### src/ocd_defines.vh
// Register indices, field positions, reset values and encodings of the output divider channel
`ifndef OCD_DEFINES_VH
`define OCD_DEFINES_VH

// ---------------------------------------------------------------
// Register indices (byte address is four times the index)
// ---------------------------------------------------------------
`define OCD_IDX_DIV1_ROUTE 10'h195
`define OCD_IDX_DIV2_COUNTS 10'h196
`define OCD_IDX_DIV2_CTRL 10'h197
`define OCD_IDX_DIV2_ROUTE 10'h198
`define OCD_IDX_INPUT_SEL 10'h1E1
`define OCD_IDX_STATUS 10'h1F0

// ---------------------------------------------------------------
// Field positions
// ---------------------------------------------------------------
`define OCD_CNT_LOW 7:4
`define OCD_CNT_HIGH 3:0
`define OCD_CTL_BYPASS 7
`define OCD_CTL_NOSYNC 6
`define OCD_CTL_FORCE 5
`define OCD_CTL_START 4
`define OCD_CTL_PHASE 3:0
`define OCD_RT_DIRECT 1
`define OCD_RT_DCC_OFF 0
`define OCD_SEL_VCO 1
`define OCD_SEL_BYP 0
`define OCD_SEL_FIELD 1:0

// ---------------------------------------------------------------
// Reset values and encodings
// ---------------------------------------------------------------
`define OCD_RST_BYTE 8'h00
`define OCD_RST_NIB 4'h0
`define OCD_ROUTE_VCO 2'h2
`define OCD_ROUTE_EXT 2'h0
`define OCD_NIB_ONE 4'h1
`define OCD_ZERO_WORD 32'h00000000

`endif

### src/ocd_sync3.v
// Three-flop pin synchroniser that accepts a change once the last two stages agree
`timescale 1ns/100ps
module ocd_sync3 (
   input wire clk_in,
   input wire rst_in,
   input wire pin_in,
   output reg level_out
);
   reg s1;
   reg s2;
   reg s3;

   // Shift the pin through three stages; only s2 and s3 are compared
   always @(posedge clk_in or posedge rst_in) begin
      if (rst_in) begin
         s1 <= 1'b0;
         s2 <= 1'b0;
         s3 <= 1'b0;
         level_out <= 1'b0;
      end else begin
         s1 <= pin_in;
         s2 <= s1;
         s3 <= s2;
         if (s2 == s3) begin
            level_out <= s3;
         end
      end
   end
endmodule

### src/ocd_div_core.v
// Divide-by-(low+1)+(high+1) counter with start level and phase offset restart
`timescale 1ns/100ps
`include "ocd_defines.vh"
module ocd_div_core (
   input wire clk_in,
   input wire rst_in,
   input wire hold_in,
   input wire restart_in,
   input wire [3:0] low_cnt_in,
   input wire [3:0] high_cnt_in,
   input wire start_high_in,
   input wire [3:0] phase_in,
   output reg level_out,
   output wire running_out
);
   localparam ST_HOLD = 3'b001;
   localparam ST_DELAY = 3'b010;
   localparam ST_RUN = 3'b100;

   reg [2:0] state;
   reg [3:0] cnt;

   assign running_out = state[2];

   // Hold at start level, wait out the phase offset, then count the two phases
   always @(posedge clk_in or posedge rst_in) begin
      if (rst_in) begin
         state <= ST_HOLD;
         cnt <= `OCD_RST_NIB;
         level_out <= 1'b0;
      end else if (hold_in) begin
         state <= ST_HOLD;
         level_out <= start_high_in;
      end else if (restart_in) begin
         level_out <= start_high_in;
         if (phase_in == `OCD_RST_NIB) begin
            state <= ST_RUN;
            cnt <= start_high_in ? high_cnt_in : low_cnt_in;
         end else begin
            state <= ST_DELAY;
            cnt <= phase_in - `OCD_NIB_ONE;
         end
      end else begin
         case (state)
            ST_HOLD: begin
               level_out <= start_high_in;
            end
            ST_DELAY: begin
               if (cnt == `OCD_RST_NIB) begin
                  state <= ST_RUN;
                  cnt <= start_high_in ? high_cnt_in : low_cnt_in;
               end else begin
                  cnt <= cnt - `OCD_NIB_ONE;
               end
            end
            ST_RUN: begin
               if (cnt == `OCD_RST_NIB) begin
                  level_out <= ~level_out;
                  cnt <= level_out ? low_cnt_in : high_cnt_in;
               end else begin
                  cnt <= cnt - `OCD_NIB_ONE;
               end
            end
            default: begin
               state <= ST_HOLD;
            end
         endcase
      end
   end
endmodule

### src/ocd_channel.v
// Output divider channel: register file, divider 2, sync handling and pair routing
// Function
// - low phase lasts low field plus one
// - high phase lasts high field plus one
// - bypass passes input clock past divider
// - sync ignore bit masks chip sync
// - force bit sets static level when ignoring
// - force bit ignored while bypass set
// - start bit picks initial output level
// - phase field delays divider start
// - divider 1 direct routes VCO
// - divider 1 direct routes external clock
// - divider 2 direct routes VCO
// - divider 2 direct routes external clock
// - correction disable bit switches correction off
// - select bit 1 picks VCO source
// - select bit 0 bypasses VCO divider unless select bit 1 is also written
//
// The Wishbone interface to the registers was left to the implementer.
`timescale 1ns/100ps
`include "ocd_defines.vh"
module ocd_channel (
   input wire SYS_CLK_IN,
   input wire SYS_RST_IN,
   input wire WB_CYC_IN,
   input wire WB_STB_IN,
   input wire WB_WE_IN,
   input wire [11:0] WB_ADR_IN,
   input wire [3:0] WB_SEL_IN,
   input wire [31:0] WB_DAT_IN,
   output reg [31:0] WB_DAT_OUT,
   output reg WB_ACK_OUT,
   input wire VCO_CLK_IN,
   input wire EXT_CLK_IN,
   input wire SYNC_REQ_IN,
   input wire DIV1_LEVEL_IN,
   output reg PAIR_B_OUTPUT_A_OUT,
   output reg PAIR_B_OUTPUT_B_OUT,
   output reg PAIR_C_OUTPUT_A_OUT,
   output reg PAIR_C_OUTPUT_B_OUT,
   output reg [1:0] DUTY_CORRECTION_DISABLE_OUT,
   output reg VCO_DIV_SRC_VCO_OUT,
   output reg VCO_DIV_BYPASS_OUT
);

   // ---------------------------------------------------------------
   // Registers
   // ---------------------------------------------------------------
   reg [7:0] div1_route_and_duty;
   reg [7:0] div2_cycle_counts;
   reg [7:0] div2_control;
   reg [7:0] div2_route_and_duty;
   reg [7:0] input_select;

   wire [9:0] reg_idx;
   wire bus_req;
   wire wr_req;
   wire [7:0] wr_byte;
   wire [7:0] status_byte;
   reg [7:0] next_rd_byte;
   reg [7:0] next_input_select;

   assign reg_idx = WB_ADR_IN[11:2];
   assign bus_req = WB_CYC_IN & WB_STB_IN & ~WB_ACK_OUT;
   assign wr_req = bus_req & WB_WE_IN & WB_SEL_IN[0];
   assign wr_byte = WB_DAT_IN[7:0];

   // Source select write: VCO source wins over a requested divider bypass
   always @* begin
      next_input_select = `OCD_RST_BYTE;
      next_input_select[`OCD_SEL_VCO] = wr_byte[`OCD_SEL_VCO];
      next_input_select[`OCD_SEL_BYP] = wr_byte[`OCD_SEL_BYP] &
         ~wr_byte[`OCD_SEL_VCO];
   end

   // Register writes, low byte lane only
   always @(posedge SYS_CLK_IN or posedge SYS_RST_IN) begin
      if (SYS_RST_IN) begin
         div1_route_and_duty <= `OCD_RST_BYTE;
         div2_cycle_counts <= `OCD_RST_BYTE;
         div2_control <= `OCD_RST_BYTE;
         div2_route_and_duty <= `OCD_RST_BYTE;
         input_select <= `OCD_RST_BYTE;
      end else if (wr_req) begin
         case (reg_idx)
            `OCD_IDX_DIV1_ROUTE: begin
               div1_route_and_duty <= {6'h00, wr_byte[1:0]};
            end
            `OCD_IDX_DIV2_COUNTS: begin
               div2_cycle_counts <= wr_byte;
            end
            `OCD_IDX_DIV2_CTRL: begin
               div2_control <= wr_byte;
            end
            `OCD_IDX_DIV2_ROUTE: begin
               div2_route_and_duty <= {6'h00, wr_byte[1:0]};
            end
            `OCD_IDX_INPUT_SEL: begin
               input_select <= next_input_select;
            end
            default: begin
               input_select <= input_select;
            end
         endcase
      end
   end

   // Read multiplexer; unmapped indices read as zero
   always @* begin
      case (reg_idx)
         `OCD_IDX_DIV1_ROUTE: next_rd_byte = div1_route_and_duty;
         `OCD_IDX_DIV2_COUNTS: next_rd_byte = div2_cycle_counts;
         `OCD_IDX_DIV2_CTRL: next_rd_byte = div2_control;
         `OCD_IDX_DIV2_ROUTE: next_rd_byte = div2_route_and_duty;
         `OCD_IDX_INPUT_SEL: next_rd_byte = input_select;
         `OCD_IDX_STATUS: next_rd_byte = status_byte;
         default: next_rd_byte = `OCD_RST_BYTE;
      endcase
   end

   // Single-wait-state acknowledge with registered read data
   always @(posedge SYS_CLK_IN or posedge SYS_RST_IN) begin
      if (SYS_RST_IN) begin
         WB_ACK_OUT <= 1'b0;
         WB_DAT_OUT <= `OCD_ZERO_WORD;
      end else begin
         WB_ACK_OUT <= bus_req;
         if (bus_req & ~WB_WE_IN) begin
            WB_DAT_OUT <= {24'h000000, next_rd_byte};
         end
      end
   end

   // ---------------------------------------------------------------
   // Pin synchronisers for VCO, external clock and sync request
   // ---------------------------------------------------------------
   wire [2:0] pin_raw;
   wire [2:0] pin_lvl;
   wire vco_lvl;
   wire ext_lvl;
   wire sync_lvl;

   assign pin_raw = {SYNC_REQ_IN, EXT_CLK_IN, VCO_CLK_IN};
   assign vco_lvl = pin_lvl[0];
   assign ext_lvl = pin_lvl[1];
   assign sync_lvl = pin_lvl[2];

   genvar gi;
   generate
      for (gi = 0; gi < 3; gi = gi + 1) begin : g_pin
         ocd_sync3 u_sync (
            .clk_in(SYS_CLK_IN),
            .rst_in(SYS_RST_IN),
            .pin_in(pin_raw[gi]),
            .level_out(pin_lvl[gi])
         );
      end
   endgenerate

   // ---------------------------------------------------------------
   // Sync request handling
   // ---------------------------------------------------------------
   reg sync_prev;
   reg boot_start;
   wire obey_sync;
   wire sync_release;
   wire div_hold;
   wire div_restart;

   assign obey_sync = ~div2_control[`OCD_CTL_NOSYNC];
   assign sync_release = sync_prev & ~sync_lvl;
   // An obeying divider is held during sync and restarts on release
   assign div_hold = obey_sync & sync_lvl;
   assign div_restart = boot_start | (obey_sync & sync_release);

   // Edge tracking of the cleaned sync level and first start after reset
   always @(posedge SYS_CLK_IN or posedge SYS_RST_IN) begin
      if (SYS_RST_IN) begin
         sync_prev <= 1'b0;
         boot_start <= 1'b1;
      end else begin
         sync_prev <= sync_lvl;
         boot_start <= 1'b0;
      end
   end

   // ---------------------------------------------------------------
   // Divider 2 core
   // ---------------------------------------------------------------
   wire div2_level;
   wire div2_running;

   ocd_div_core u_div2 (
      .clk_in(SYS_CLK_IN),
      .rst_in(SYS_RST_IN),
      .hold_in(div_hold),
      .restart_in(div_restart),
      .low_cnt_in(div2_cycle_counts[`OCD_CNT_LOW]),
      .high_cnt_in(div2_cycle_counts[`OCD_CNT_HIGH]),
      .start_high_in(div2_control[`OCD_CTL_START]),
      .phase_in(div2_control[`OCD_CTL_PHASE]),
      .level_out(div2_level),
      .running_out(div2_running)
   );

   // ---------------------------------------------------------------
   // Divider input image for bypass
   // ---------------------------------------------------------------
   reg in_phase;

   // Toggles every input cycle; stands for the undivided input clock
   always @(posedge SYS_CLK_IN or posedge SYS_RST_IN) begin
      if (SYS_RST_IN) begin
         in_phase <= 1'b0;
      end else begin
         in_phase <= ~in_phase;
      end
   end

   // ---------------------------------------------------------------
   // Divider 2 output selection
   // ---------------------------------------------------------------
   reg div2_out;

   // Bypass first, then forced static level, then divided clock
   always @* begin
      if (div2_control[`OCD_CTL_BYPASS]) begin
         div2_out = in_phase;
      end else if (div2_control[`OCD_CTL_NOSYNC]) begin
         div2_out = div2_control[`OCD_CTL_FORCE];
      end else begin
         div2_out = div2_level;
      end
   end

   // ---------------------------------------------------------------
   // Direct routing of the pairs
   // ---------------------------------------------------------------
   reg pair_b_next;
   reg pair_c_next;
   wire [1:0] route_sel;

   assign route_sel = input_select[`OCD_SEL_FIELD];

   // Pair B follows divider 1 unless routed straight to VCO or external clock
   always @* begin
      pair_b_next = DIV1_LEVEL_IN;
      if (div1_route_and_duty[`OCD_RT_DIRECT]) begin
         if (route_sel == `OCD_ROUTE_VCO) begin
            pair_b_next = vco_lvl;
         end else if (route_sel == `OCD_ROUTE_EXT) begin
            pair_b_next = ext_lvl;
         end
      end
   end

   // Pair C follows divider 2 unless routed straight to VCO or external clock
   always @* begin
      pair_c_next = div2_out;
      if (div2_route_and_duty[`OCD_RT_DIRECT]) begin
         if (route_sel == `OCD_ROUTE_VCO) begin
            pair_c_next = vco_lvl;
         end else if (route_sel == `OCD_ROUTE_EXT) begin
            pair_c_next = ext_lvl;
         end
      end
   end

   // ---------------------------------------------------------------
   // Registered outputs
   // ---------------------------------------------------------------

   // Both members of a pair load the same selected clock
   always @(posedge SYS_CLK_IN or posedge SYS_RST_IN) begin
      if (SYS_RST_IN) begin
         PAIR_B_OUTPUT_A_OUT <= 1'b0;
         PAIR_B_OUTPUT_B_OUT <= 1'b0;
         PAIR_C_OUTPUT_A_OUT <= 1'b0;
         PAIR_C_OUTPUT_B_OUT <= 1'b0;
      end else begin
         PAIR_B_OUTPUT_A_OUT <= pair_b_next;
         PAIR_B_OUTPUT_B_OUT <= pair_b_next;
         PAIR_C_OUTPUT_A_OUT <= pair_c_next;
         PAIR_C_OUTPUT_B_OUT <= pair_c_next;
      end
   end

   // Correction disables and VCO divider source controls
   always @(posedge SYS_CLK_IN or posedge SYS_RST_IN) begin
      if (SYS_RST_IN) begin
         DUTY_CORRECTION_DISABLE_OUT <= 2'h0;
         VCO_DIV_SRC_VCO_OUT <= 1'b0;
         VCO_DIV_BYPASS_OUT <= 1'b0;
      end else begin
         DUTY_CORRECTION_DISABLE_OUT <= {div2_route_and_duty[`OCD_RT_DCC_OFF],
            div1_route_and_duty[`OCD_RT_DCC_OFF]};
         VCO_DIV_SRC_VCO_OUT <= input_select[`OCD_SEL_VCO];
         VCO_DIV_BYPASS_OUT <= input_select[`OCD_SEL_BYP];
      end
   end

   // ---------------------------------------------------------------
   // Status byte
   // ---------------------------------------------------------------
   // Bit 0 pair B level, bit 1 pair C level, bit 2 divider 2 running,
   // bit 3 divider 2 held by sync, bit 4 cleaned sync level
   assign status_byte = {3'h0, sync_lvl, div_hold, div2_running,
      PAIR_C_OUTPUT_A_OUT, PAIR_B_OUTPUT_A_OUT};

endmodule

### config.mk
export PLATFORM = sky130hd
export DESIGN_NAME = ocd_channel
export DESIGN_NICKNAME = d
export VERILOG_FILES = /design/src/ocd_sync3.v /design/src/ocd_div_core.v /design/src/ocd_channel.v
export VERILOG_INCLUDE_DIRS = /design/src
export SDC_FILE = /design/constraint.sdc
export NUM_CORES = 1
export LEC_CHECK = 0
export BUFFER_PORTS_ARGS = -buffer_cell sky130_fd_sc_hd__buf_4
export CORE_ASPECT_RATIO = 1.75
export CORE_MARGIN = 2
export CORE_UTILIZATION = 45
export CTS_CLUSTER_SIZE = 30
export DETAILED_ROUTE_END_ITERATION = 8
export PLACE_DENSITY = 0.71
export SLEW_MARGIN = 20
export SYNTH_ARGS = -nofsm -noshare
export SYNTH_HDL_FRONTEND = slang
export SYNTH_SLANG_ARGS = --single-unit
### constraint.sdc
create_clock -name SYS_CLK_IN -period 3 [get_ports SYS_CLK_IN]
set_clock_uncertainty 0.15 [all_clocks]
set_input_delay 0.9 -clock SYS_CLK_IN [delete_from_list [all_inputs] [get_ports SYS_CLK_IN]]
set_output_delay 0.9 -clock SYS_CLK_IN [all_outputs]
set_load 0.02 [all_outputs]
==> run summary <==
status: complete, no violations
number of distinct library cells after synthesis: 64
layout cells sized above 1: 30.3%
setup TNS: 0 ns
antenna-violating nets left: 0
EDFF count, synth: 0
clock buffer depth: 2
Starting DRT DRC Count: 122
Worst Max-Slew Pin Slew: 0.827 ns
pre-CTS WS: 0.252 ns
DR top layer: met4
# port buffers: 44
Peak Freq: 414 MHz
flop2flop setup slack: 0.80 ns
CP arrival: 2.48 ns
CTS tree: built
hold depth: 0
max-slew violations: 0
Initial Util: 46.6%
Setup crit end kind: flip-flop
initial antenna violation count: 0
Overflow after GRT: 0
Pre-antenna DRT Iters: 4
final setup violation count: 0
row count: 40
period utilization: 80.5%
Synth Cell Area: 3220 µm²
relative slew slack: 44.8%
largest net degree at the start of global routing: 30
vias in the first global route: 2396
Avg WL per Cell: 17.1 µm
Worst R2R Start: div2_control[0]
minimum clock period: 2.41 ns
CTS buffer count: 9
IO Count: 98
pwr/cell area: 554 nW/µm²
Final WS setup: 0.586 ns
synth warn: 0
met2 wire len: 4190 µm
Die Y-Extent: 116 µm
startpoint types: input pin
Area Growth Syn to Fin: 18.4%
sequential-to-total area share from yosys stat: 46.8%
slowest stage delay, CP: 0.44 ns
final hold vios: 0
routability cong.: 0.855
Worst Hold Class: reg -> reg
Max-cap violations: 0
Root Buffer: clkbuf_16
unrepaired setup endpoints after global routing: no
worst path cell trace: buf_4, or3b_4, nor3_4, and4_4, mux2_4
Hold EP: g_pin[0].u_sync.s2
CTS HTree Levels: 3
Hold Crit Start: g_pin[0].u_sync.s1
total wire length: 7320 µm
ant diodes: 0
Clock Sinks: 60
cell count after synthesis: 292
peak supply drop: 0.438 mV
Reg2Reg Capture Point: u_div2.cnt[1]
Die X: 67.9 µm
WS Path Type: in -> reg
Synth async-reset ratio: 100%
DRC Markers: 0
via/cell ratio: 5.53
Syn Area/Cell: 11.0 µm²
setup bufs post-CTS: 0
Worst path slowest cell: or3b_4
GRT Resource Usage Total: 21.1%
R2R depth: 6
Post-CTS Hold Buffers: 0
Synth Register Bits: 60
Vias: 2361
Req. time, crit path: 3.06 ns
die area: 7870 µm²
met3 routed WL: 251 µm
global-route wire length before repair: 12100 µm
CTS resizes: 0
final-stage net count: 397
met1 WL: 2680 µm
Clock Pin Slew Worst Setup and Hold Paths: 0.05 ns
Core ar.: 6910 µm²
DP HPWL: 5630 µm
Pleak: 0.00173 µW
top_reg_cell synth: dfrtp_1
critical path peak fanout: 8
Clock Latency Late Sink: 0.33 ns
## how the worst max path moves through the flow
| stage | from | endpoint | slack [ns] | cells past startpoint |
|---|---|---|---|---|
| 3_5_place_dp | WB_ADR_IN[7] | div2_control[7] | 0.25 | 5 |
| 2_1_floorplan | SYS_RST_IN | DUTY_CORRECTION_DISABLE_OUT[0] | 0.47 | 1 |
| 4_1_cts | WB_ADR_IN[7] | div2_control[7] | 0.60 | 5 |
| 3_3_place_gp | WB_ADR_IN[7] | div2_control[5] | 0.29 | 5 |
| 5_1_grt | WB_ADR_IN[7] | div2_control[7] | 0.51 | 5 |
| 6_report | WB_ADR_IN[7] | div2_control[7] | 0.59 | 5 |
## critical path, delay by kind of cell
kind,cells,cell delay (ns)
AND/OR/NAND/NOR,3,1.13
buffers and inverters,1,0.11
multiplexers,1,0.32
## cell type report
cell class / count / area (µm²)
clock buffers: 9 / 225
clock inverters: 7 / 52.6
fillers: 637 / 3100
inverters: 18 / 67.6
multi-input cells: 201 / 1480
flip-flops and latches: 60 / 1500
well taps: 84 / 105
repair buffers: 48 / 373
## synth_stat cells (3+ instances only)
library cell   n  area (µm²)
nor3b_1        3        22.5
a31oi_1        3        18.8
dfrtp_1       58        1450
inv_1         18        67.6
nand2b_1       6        37.5
mux2_2        20         225
mux2i_1        8        80.1
a211oi_1      12        90.1
clkbuf_1       5        18.8
buf_2          3        15.0
nand3_1        5        25.0
nand2_1       11        41.3
nor4_1         3        18.8
a21oi_1        6        30.0
nor2b_1        6        37.5
o211ai_1       4        30.0
buf_4         26         195
a22oi_1        5        37.5
nor2_1        11        41.3
nor3_1         6        30.0
o21ai_0       14        70.1
o31ai_1        4        30.0
maj3_1         3        30.0
mux2_4         5        75.1
## stage by stage
step / hold WS, ns / cells / utilization [%] / total power (µW) / area, µm²
after floorplan: 0.181 / 316 / - / 1120 / 3310
after global placement: 0.185 / 411 / 51.1 / 1180 / 3530
after detailed placement: 0.191 / 411 / 51.1 / 1190 / 3530
after CTS: 0.197 / 427 / 55.2 / 2130 / 3810
after global routing: 0.209 / 427 / 55.2 / 2200 / 3810
final: 0.197 / 427 / 55.2 / 2110 / 3810
## kinds of logic after synthesis
logic type                 after synthesis  synth area share [%]
other                                    1                 0.117
xor gates and xnor gates                 2                 0.545
muxes                                   33                  11.8
AOI/OAI and AO/OA                       60                  13.0
DFF                                     60                  46.8
buffers and inverters                   55                  9.96
adders and majority gates                5                  1.71
and+or+nand+nor                         76                  16.1
## power by group
part	switching, µW	internal, µW	leakage (µW)
Combinational	160	117	0.000843
Sequential	44.3	853	0.000756
Clock	377	561	0.000136
Total	581	1530	0.00173
## flip-flops by register name, indices dropped and copies added, names as in the netlist, 3 cells and up
name	cells
g_pin.u_sync.level_out	3
WB_DAT_OUT	8
div2_control	8
u_div2.cnt	4
div2_cycle_counts	8
g_pin.u_sync.s2	3
g_pin.u_sync.s3	3
u_div2.state	3
g_pin.u_sync.s1	3
## cell usage in the layout, fill, tap and decap left out, types with 3 or more instances in the layout
| cell type | Yosys | layout |
|---|---|---|
| o21ai_0 | 14 | 14 |
| nor2_1 | 11 | 11 |
| buf_4 | 26 | 47 |
| nand3_1 | 5 | 5 |
| inv_1 | 18 | 17 |
| a21oi_1 | 6 | 6 |
| nand2b_1 | 6 | 6 |
| nor4_1 | 3 | 3 |
| clkbuf_16 | 0 | 9 |
| clkinv_4 | 0 | 3 |
| a31oi_1 | 3 | 3 |
| o31ai_1 | 4 | 4 |
| nand2_1 | 11 | 11 |
| conb_1 | 1 | 25 |
| mux2_4 | 5 | 5 |
| nor3b_1 | 3 | 3 |
| nor2b_1 | 6 | 6 |
| a22oi_1 | 5 | 5 |
| dfrtp_1 | 58 | 58 |
| nor3_1 | 6 | 6 |
| maj3_1 | 3 | 3 |
| mux2i_1 | 8 | 8 |
| o211ai_1 | 4 | 4 |
| mux2_2 | 20 | 20 |
| a211oi_1 | 12 | 12 |
## per-layer routing
metal / up-vias / GRT usage (%)
li1: 1111 / -
met1: 1173 / 24.1
met2: 61 / 36.3
met3: 16 / 4.56
met4: 0 / 10.7
met5: - / 0
(Power assumes the default switching activity.)
